==> config.mk <==
export PLATFORM = sky130hd
export DESIGN_NAME = iobx_core
export DESIGN_NICKNAME = d
export VERILOG_FILES = /design/src/rtl/iobx_pkg.sv /design/src/rtl/iobx_core.sv /design/src/rtl/iobx_alu.sv
export SDC_FILE = /design/constraint.sdc
export NUM_CORES = 2
export LEC_CHECK = 0
export BUFFER_PORTS_ARGS = -buffer_cell sky130_fd_sc_hd__buf_2
export CAP_MARGIN = 20
export CORE_MARGIN = 3
export CORE_UTILIZATION = 50
export CTS_CLUSTER_SIZE = 12
export DETAILED_ROUTE_END_ITERATION = 6
export HOLD_SLACK_MARGIN = 0.02
export PLACE_DENSITY = 0.77
export SKIP_CTS_REPAIR_TIMING = 1
export SYNTH_ARGS = -nofsm -noshare
export SYNTH_HDL_FRONTEND = slang
export SYNTH_SLANG_ARGS = --single-unit
==> constraint.sdc <==
create_clock -name clk -period 4.8 [get_ports clk]
set_input_delay 1.2 -clock clk [delete_from_list [all_inputs] [get_ports clk]]
set_output_delay 1.2 -clock clk [all_outputs]
set_load 0.03 [all_outputs]
==> src/rtl/iobx_pkg.sv <==
// iobx_pkg: constants shared by the increment / or / jump execution block.
// assumes a 14-bit instruction word with the opcode in the upper bits.
package iobx_pkg;

  // ----------------------------------------------------------------------
  // widths
  // ----------------------------------------------------------------------
  localparam int IOBX_DATA_W = 8;
  localparam int IOBX_FADDR_W = 7;
  localparam int IOBX_PC_W = 13;
  localparam int IOBX_INSTR_W = 14;
  localparam int IOBX_JUMP_W = 11;

  // ----------------------------------------------------------------------
  // instruction field positions
  // ----------------------------------------------------------------------
  localparam int IOBX_DEST_BIT = 7;
  localparam int IOBX_FADDR_LSB = 0;
  localparam int IOBX_LIT_LSB = 0;
  localparam int IOBX_JUMP_LSB = 0;
  localparam int IOBX_PAGE_LO = 3;
  localparam int IOBX_PAGE_HI = 4;

  // ----------------------------------------------------------------------
  // opcode patterns, matched under the masks below
  // ----------------------------------------------------------------------
  localparam logic [13:0] IOBX_MASK_FILE = 14'h3f00;
  localparam logic [13:0] IOBX_MASK_LIT = 14'h3f00;
  localparam logic [13:0] IOBX_MASK_JUMP = 14'h3800;
  localparam logic [13:0] IOBX_OP_INC_SKIP = 14'h0f00;
  localparam logic [13:0] IOBX_OP_INC_REG = 14'h0a00;
  localparam logic [13:0] IOBX_OP_OR_REG = 14'h0400;
  localparam logic [13:0] IOBX_OP_OR_LIT = 14'h3800;
  localparam logic [13:0] IOBX_OP_JUMP = 14'h2800;

  // ----------------------------------------------------------------------
  // reset values
  // ----------------------------------------------------------------------
  localparam logic [7:0] IOBX_ACC_RST = 8'h00;
  localparam logic IOBX_ZERO_RST = 1'b0;
  localparam logic [12:0] IOBX_PC_RST = 13'h0000;
  localparam logic [7:0] IOBX_FILE_RST = 8'h00;

  typedef enum logic [2:0] {
    IOBX_ALU_NONE,
    IOBX_ALU_INC,
    IOBX_ALU_OR_LIT,
    IOBX_ALU_OR_REG
  } iobx_alu_op_t;

endpackage

==> src/rtl/iobx_core.sv <==
// iobx_core: executes increment-skip, increment, or-literal, or-register and
// absolute jump for an 8-bit accumulator core with 128 file registers.
// assumes the fetch logic presents the instruction at pc_out each cycle.
//
// Summary of operation
// - Increment-skip adds one to the addressed file register, writes it to acc (d=0) or the file (d=1), no flags.
// - A zero result of increment-skip discards the next instruction as a no-op, costing two instruction cycles.
// - The jump loads its 11-bit field into pc<10:0> and page latch <4:3> into pc<12:11>, over two cycles.
// - Or-literal places acc OR the 8-bit literal in acc and updates the zero flag.
// - Increment adds one to the addressed file register, sends it by the d bit and updates the zero flag.
// - Or-register ORs acc with the addressed file register, sends it by the d bit and updates the zero flag.
`timescale 1ns/10ps
module iobx_core
  import iobx_pkg::*;
#(
  parameter int FILE_DEPTH = 128
)
(
  input wire logic clk,
  input wire logic rst_n,
  input wire logic instr_valid,
  input wire logic [IOBX_INSTR_W-1:0] instr,
  input wire logic [IOBX_DATA_W-1:0] pc_page_latch,
  output logic instr_ready,
  output logic [IOBX_PC_W-1:0] pc_out,
  output logic [IOBX_DATA_W-1:0] acc_out,
  output logic zero_flag,
  output logic file_wr_valid,
  output logic [IOBX_FADDR_W-1:0] file_wr_addr,
  output logic [IOBX_DATA_W-1:0] file_wr_data,
  output logic discard_pulse
);

  // ----------------------------------------------------------------------
  // state
  // ----------------------------------------------------------------------
  logic [IOBX_DATA_W-1:0] file_q [FILE_DEPTH];
  logic [IOBX_DATA_W-1:0] acc_q, acc_d;
  logic zero_q, zero_d;
  logic [IOBX_PC_W-1:0] pc_q, pc_d;
  logic flush_q, flush_d;
  logic ready_q;
  logic wr_q, wr_d;
  logic [IOBX_FADDR_W-1:0] wr_addr_q, wr_addr_d;
  logic [IOBX_DATA_W-1:0] wr_data_q, wr_data_d;
  logic disc_q, disc_d;

  // ----------------------------------------------------------------------
  // decode
  // ----------------------------------------------------------------------
  function automatic logic op_match(input logic [13:0] word, input logic [13:0] mask,
                                    input logic [13:0] pat);
    op_match = ((word & mask) == pat);
  endfunction

  logic take, executes, file_op, writes_file;
  logic is_inc_skip, is_inc, is_or_reg, is_or_lit, is_jump;
  logic dest_file;
  logic [IOBX_FADDR_W-1:0] faddr;
  logic [IOBX_DATA_W-1:0] fval, lit, result;
  logic res_zero;
  iobx_alu_op_t alu_op;

  assign take = instr_valid && ready_q;
  assign is_inc_skip = op_match(instr, IOBX_MASK_FILE, IOBX_OP_INC_SKIP);
  assign is_inc = op_match(instr, IOBX_MASK_FILE, IOBX_OP_INC_REG);
  assign is_or_reg = op_match(instr, IOBX_MASK_FILE, IOBX_OP_OR_REG);
  assign is_or_lit = op_match(instr, IOBX_MASK_LIT, IOBX_OP_OR_LIT);
  assign is_jump = op_match(instr, IOBX_MASK_JUMP, IOBX_OP_JUMP);
  assign dest_file = instr[IOBX_DEST_BIT];
  assign faddr = instr[IOBX_FADDR_LSB +: IOBX_FADDR_W];
  assign lit = instr[IOBX_LIT_LSB +: IOBX_DATA_W];
  assign file_op = is_inc_skip || is_inc || is_or_reg;
  // addresses past the implemented depth read as zero
  assign fval = (int'(faddr) < FILE_DEPTH) ? file_q[faddr] : '0;

  always_comb begin
    if (is_inc_skip || is_inc) begin
      alu_op = IOBX_ALU_INC;
    end else if (is_or_lit) begin
      alu_op = IOBX_ALU_OR_LIT;
    end else if (is_or_reg) begin
      alu_op = IOBX_ALU_OR_REG;
    end else begin
      alu_op = IOBX_ALU_NONE;
    end
  end

  iobx_alu u_alu (
    .op(alu_op),
    .acc(acc_q),
    .fval(fval),
    .lit(lit),
    .result(result),
    .is_zero(res_zero)
  );

  // ----------------------------------------------------------------------
  // sequencing: program counter and the word behind a branch
  // ----------------------------------------------------------------------
  // the second cycle of a taken skip or a jump is one dropped word rather
  // than a stall, so the fetch side never has to hold a word back
  assign executes = take && !flush_q;

  always_comb begin
    pc_d = pc_q;
    flush_d = flush_q;
    disc_d = 1'b0;
    if (take) begin
      pc_d = IOBX_PC_W'(pc_q + 1'b1);
      if (flush_q) begin
        // the fetched word behind a taken skip or a jump becomes a no-op
        flush_d = 1'b0;
        disc_d = 1'b1;
      end else if (is_jump) begin
        pc_d = {pc_page_latch[IOBX_PAGE_HI:IOBX_PAGE_LO], instr[IOBX_JUMP_LSB +: IOBX_JUMP_W]};
        flush_d = 1'b1;
      end else if (is_inc_skip && res_zero) begin
        flush_d = 1'b1;
      end
    end
  end

  always_ff @(posedge clk or negedge rst_n) begin
    if (!rst_n) begin
      pc_q <= IOBX_PC_RST;
      flush_q <= 1'b0;
      ready_q <= 1'b0;
      disc_q <= 1'b0;
    end else begin
      pc_q <= pc_d;
      flush_q <= flush_d;
      ready_q <= 1'b1;
      disc_q <= disc_d;
    end
  end

  // ----------------------------------------------------------------------
  // accumulator and zero flag
  // ----------------------------------------------------------------------
  always_comb begin
    acc_d = acc_q;
    zero_d = zero_q;
    if (executes) begin
      if (file_op && !dest_file) begin
        acc_d = result;
      end
      if (is_or_lit) begin
        acc_d = result;
      end
      // increment-skip leaves the flag alone; the other three track the result
      if (is_inc || is_or_reg || is_or_lit) begin
        zero_d = res_zero;
      end
    end
  end

  always_ff @(posedge clk or negedge rst_n) begin
    if (!rst_n) begin
      acc_q <= IOBX_ACC_RST;
      zero_q <= IOBX_ZERO_RST;
    end else begin
      acc_q <= acc_d;
      zero_q <= zero_d;
    end
  end

  // ----------------------------------------------------------------------
  // file write port
  // ----------------------------------------------------------------------
  // a dropped word must leave the file alone, so only executed words write
  assign writes_file = executes && file_op && dest_file;

  always_comb begin
    wr_d = 1'b0;
    wr_addr_d = wr_addr_q;
    wr_data_d = wr_data_q;
    if (writes_file) begin
      wr_d = 1'b1;
      wr_addr_d = faddr;
      wr_data_d = result;
    end
  end

  always_ff @(posedge clk or negedge rst_n) begin
    if (!rst_n) begin
      wr_q <= 1'b0;
      wr_addr_q <= '0;
      wr_data_q <= '0;
    end else begin
      wr_q <= wr_d;
      wr_addr_q <= wr_addr_d;
      wr_data_q <= wr_data_d;
    end
  end

  // ----------------------------------------------------------------------
  // file registers
  // ----------------------------------------------------------------------
  always_ff @(posedge clk or negedge rst_n) begin
    if (!rst_n) begin
      for (int i = 0; i < FILE_DEPTH; i++) begin
        file_q[i] <= IOBX_FILE_RST;
      end
    end else if (wr_d && (int'(wr_addr_d) < FILE_DEPTH)) begin
      file_q[wr_addr_d] <= wr_data_d;
    end
  end

  // ----------------------------------------------------------------------
  // outputs
  // ----------------------------------------------------------------------
  assign instr_ready = ready_q;
  assign pc_out = pc_q;
  assign acc_out = acc_q;
  assign zero_flag = zero_q;
  assign file_wr_valid = wr_q;
  assign file_wr_addr = wr_addr_q;
  assign file_wr_data = wr_data_q;
  assign discard_pulse = disc_q;

endmodule

==> src/rtl/iobx_alu.sv <==
// iobx_alu: combinational result and zero detect for increment and or.
// assumes operands are stable within the cycle; no state of its own.
`timescale 1ns/10ps
module iobx_alu
  import iobx_pkg::*;
(
  input wire iobx_alu_op_t op,
  input wire logic [IOBX_DATA_W-1:0] acc,
  input wire logic [IOBX_DATA_W-1:0] fval,
  input wire logic [IOBX_DATA_W-1:0] lit,
  output logic [IOBX_DATA_W-1:0] result,
  output logic is_zero
);

  always_comb begin
    case (op)
      IOBX_ALU_INC: result = IOBX_DATA_W'(fval + 1'b1);
      IOBX_ALU_OR_LIT: result = acc | lit;
      IOBX_ALU_OR_REG: result = acc | fval;
      default: result = acc;
    endcase
    is_zero = (result == '0);
  end

endmodule

==> impl_results.md <==
* Status: finished, final reports clean
* Synthesized instance count at 4504
* Synth unique cells at 86
* Vias per cell at 6.191
* Placed cell count at 5930
* Critical Path Fanout Max at 41
* Worst Hold Path EP: file_q[563]$_DFFE_PN0P_
* Finished Cell Area at 56050 sq um
* Worst Reg2Reg Path Length in Cells at 14
* Average cell area after synthesis at 10.73 sq um
* Synth Area in Simple Gates at 0.1129
* First-pass GRT wire length at 227200 um
* Setup WS pre-CTS at -0.5408 ns
* Chip height at 316.9 um
* Syn. warnings at 0
* Main synth FF type: dfrtp_1
* Mapped Area at 48320 sq um
* Post-synthesis mux area share at 0.1552
* Peak supply drop at 0.0002976 V
* CTS Buf Count at 106
* Final min period at 4.729 ns
* Pwr/cell area at 335.3 nW/um^2
* Delay-heaviest family, CP: compound AO/OA/AOI/OAI gates
* Number of global-route vias before repair at 37650
* Clock sink total at 1065
* Hold Path Stages at 2
* Hold WC Path Type: reg2reg
* Drt drc at 0
* Layout cell share with drive strength beyond 1 at 0.2069
* DRT iter0 DRCs at 4242
* Fillers at 7407
* Crit-path most repeated cell: buf_12
* Pin count of the biggest net entering global routing at 131
* Core Rows at 113
* Clock Tree Root: clkbuf_16
* Worst R2R Start: file_q[344]$_DFFE_PN0P_
* Total Nets Final at 4800
* RR Endpoint: file_q[724]$_DFFE_PN0P_
* CTS tree: yes
* Post-synthesis compound-gate area fraction at 0.1352
* RSZ-0062 raised after global routing: no
* Clk_lat worst skew at 0.70 ns
* Fmax at 0.2115 GHz
* XOR/XNOR share of the synthesized area at 0.0005437
* Startpoint Class: input pin
* Worst Tran Pin Value at 1.082 ns
* Die area at 100400 sq um
* Leakage power figure at 25.33 nW
* Critical Path AT at 5.25 ns
* Mapped Nets at 4531
* Top post-synthesis cells by area: dfrtp_1, o21ai_0, nand2_1
* H-tree level count at 3
* Final-report setup violation count at 0
* Worst Setup Slack, final at 0.07129 ns
* Die X at 316.9 um
* Fin. max-slew vios at 0
* Tot GR Track Use at 0.2977
* HPWL after DPL at 100300 um
* Register area share after synthesis at 0.5515
* Count of final hold-check violations at 0
* Clock Tree Buf Depth at 3
* Starting density of the core at 0.5064
* Top-area cell type share of the netlist area at 0.5515
* Share of flip-flops with an asynchronous set or reset at 1.000
* Via count of the routed design at 37760
* Hold Startpoint: file_q[563]$_DFFE_PN0P_
* Crit end category: register
* Io pins at 65
* Final core occ at 0.5873
* Buffers & Inverters on Critical Path at 6
* Max cap viols at 0
* Yosys reg bits at 1065
* Post-synth top area cell: dfrtp_1
* Initial antenna violation count at 4
* Clk slew on worst S/H paths at 0.06 ns
* Final period util at 0.9851
* Core area at 95440 sq um
* ANT nets after route at 0
* Synth-to-layout area growth at 15.99%
* Clk_skew at 0.03556 ns
* Router iterations before antenna repair at 5
* Crit-path slowest cell: o41ai_1
* Reg2reg setup slack at 0.83 ns
* DRT Wirelength at 147600 um
* Area after DPL at 52740 sq um
* Adder-cell share of the synthesized area at 0.0005178
* Routed wire per std cell at 24.20 um
* Post-Layout Cell Count at 6099
* Main combinational cell family by area after synthesis: multiplexers
* Number of synthesized flops with an enable pin at 0
* Crit Path Class: in2reg
* Max incr delay on CP at 0.96 ns
* Relative slew slack at 0.2694
* Gr ovfl total at 0
* IO buf count at 58
* Final hold slack at 0.4721 ns
* Critical path required time at 5.32 ns
* Placer Congestion at 0.9770
* Critical Path, Cell by Cell: buf_8 > buf_12 > buf_4 > mux2i_1 > a22oi_1 > a21oi_1 > o41ai_1 > nand4_1 > buf_4 > nor2_1 > or4b_1 > and3_1 > mux2i_4 > buf_12 > buf_12 > o21ai_0
==> worst min-delay path: stages (launching register included) <==
cell	delay [ns]
dfrtp_1	0.33
nand2_1	0.04
o21ai_0	0.06
==> how the worst max path moves through the flow <==
| stage | start | to | slack [ns] | depth (start not counted) |
|---|---|---|---|---|
| 2_1_floorplan | instr[0] | file_q[953]$_DFFE_PN0P_ | 0.04 | 19 |
| 3_3_place_gp | instr[0] | file_q[732]$_DFFE_PN0P_ | -0.49 | 16 |
| 3_5_place_dp | instr[0] | file_q[724]$_DFFE_PN0P_ | -0.54 | 16 |
| 4_1_cts | instr[0] | file_q[724]$_DFFE_PN0P_ | 0.12 | 16 |
| 5_1_grt | instr[0] | file_q[724]$_DFFE_PN0P_ | 0.01 | 17 |
| 6_report | instr[0] | file_q[724]$_DFFE_PN0P_ | 0.07 | 16 |
==> registers in the layout (all words and copies together) (netlist names) <==
signal and cells:
discard_pulse 1, file_wr_valid 1, file_q 1024, flush_q 1, file_wr_data 8, zero_flag 1, pc_out 13, instr_ready 1
acc_out 8, file_wr_addr 7
==> cells by family after synthesis <==
group	Yosys count
compound gates	1188
xor+xnor	3
fa+ha+maj	2
buf+inv	386
flops	1065
mux	499
other cells	1
simple gates	1360
==> report_power, final <==
| group | total [mW] | leakage [nW] | internal [mW] | switching, mW |
|---|---|---|---|---|
| Sequential | 9.12 | 14.8 | 9.04 | 0.0794 |
| Clock | 8.00 | 1.62 | 4.55 | 3.45 |
| Combinational | 1.67 | 8.86 | 0.546 | 1.13 |
==> cell usage after synthesis, drive strengths merged (15+ instances only) <==
master  instances
nor2           91
inv            21
o21ai         925
mux2          134
a31oi          19
clkbuf        253
o22ai          30
nand3          40
nand2        1123
a21oi          72
buf           103
a22oi          54
mux4          177
o221ai         18
and3           15
dfrtp        1065
mux2i         188
==> per-layer routing <==
| layer | GRT usage | wire [um] | up-vias |
|---|---|---|---|
| li1 | - | - | 16360 |
| met5 | 0.004352 | 47 | - |
| met1 | 0.3913 | 56420 | 18800 |
| met2 | 0.4514 | 65530 | 2018 |
| met4 | 0.1625 | 9489 | 2 |
| met3 | 0.08081 | 16110 | 575 |
==> cell type report <==
class                           instances  area [sq um]  share of cell area
Timing Repair Buffer                  524          4782             0.08532
Clock inverter                         14         167.7            0.002991
Antenna cell                            5         12.51           0.0002232
Clock buffer                          150          3112             0.05552
Tap cell                             1265          1583             0.02824
Inverter                               23         86.33            0.001540
Multi-Input combinational cell       3053         19660              0.3507
Sequential cell                      1065         26650              0.4755
==> cell usage in the layout, fill, tap and decap left out, drive strengths merged, types with 4 or more instances in the layout <==
master,n
o22ai,30
nand3,40
clkinv,12
buf,523
nor2,91
clkbuf,151
o221ai,18
inv,23
nor4,6
nand2b,8
nand2,1123
mux2,134
mux2i,188
o41ai,5
and2,14
a311oi,4
a32oi,5
nor3,14
nand4,12
mux4,177
dfrtp,1065
nor2b,11
a31oi,19
a22oi,54
or2,4
diode,5
a21oi,72
o32ai,4
or3,6
o2111ai,5
and3,15
a221oi,9
o21ai,925
o211ai,5
o31a,8
==> metrics by stage <==
stage | power [mW] | TNS, ns
global placement | 10.89 | -282.45
floorplan | 10.04 | 0
detailed placement | 10.90 | -314.87
CTS | 18.81 | 0
global route | 19.32 | 0
finish | 18.79 | 0
No activity file was read; power rests on OpenSTA's default activity.
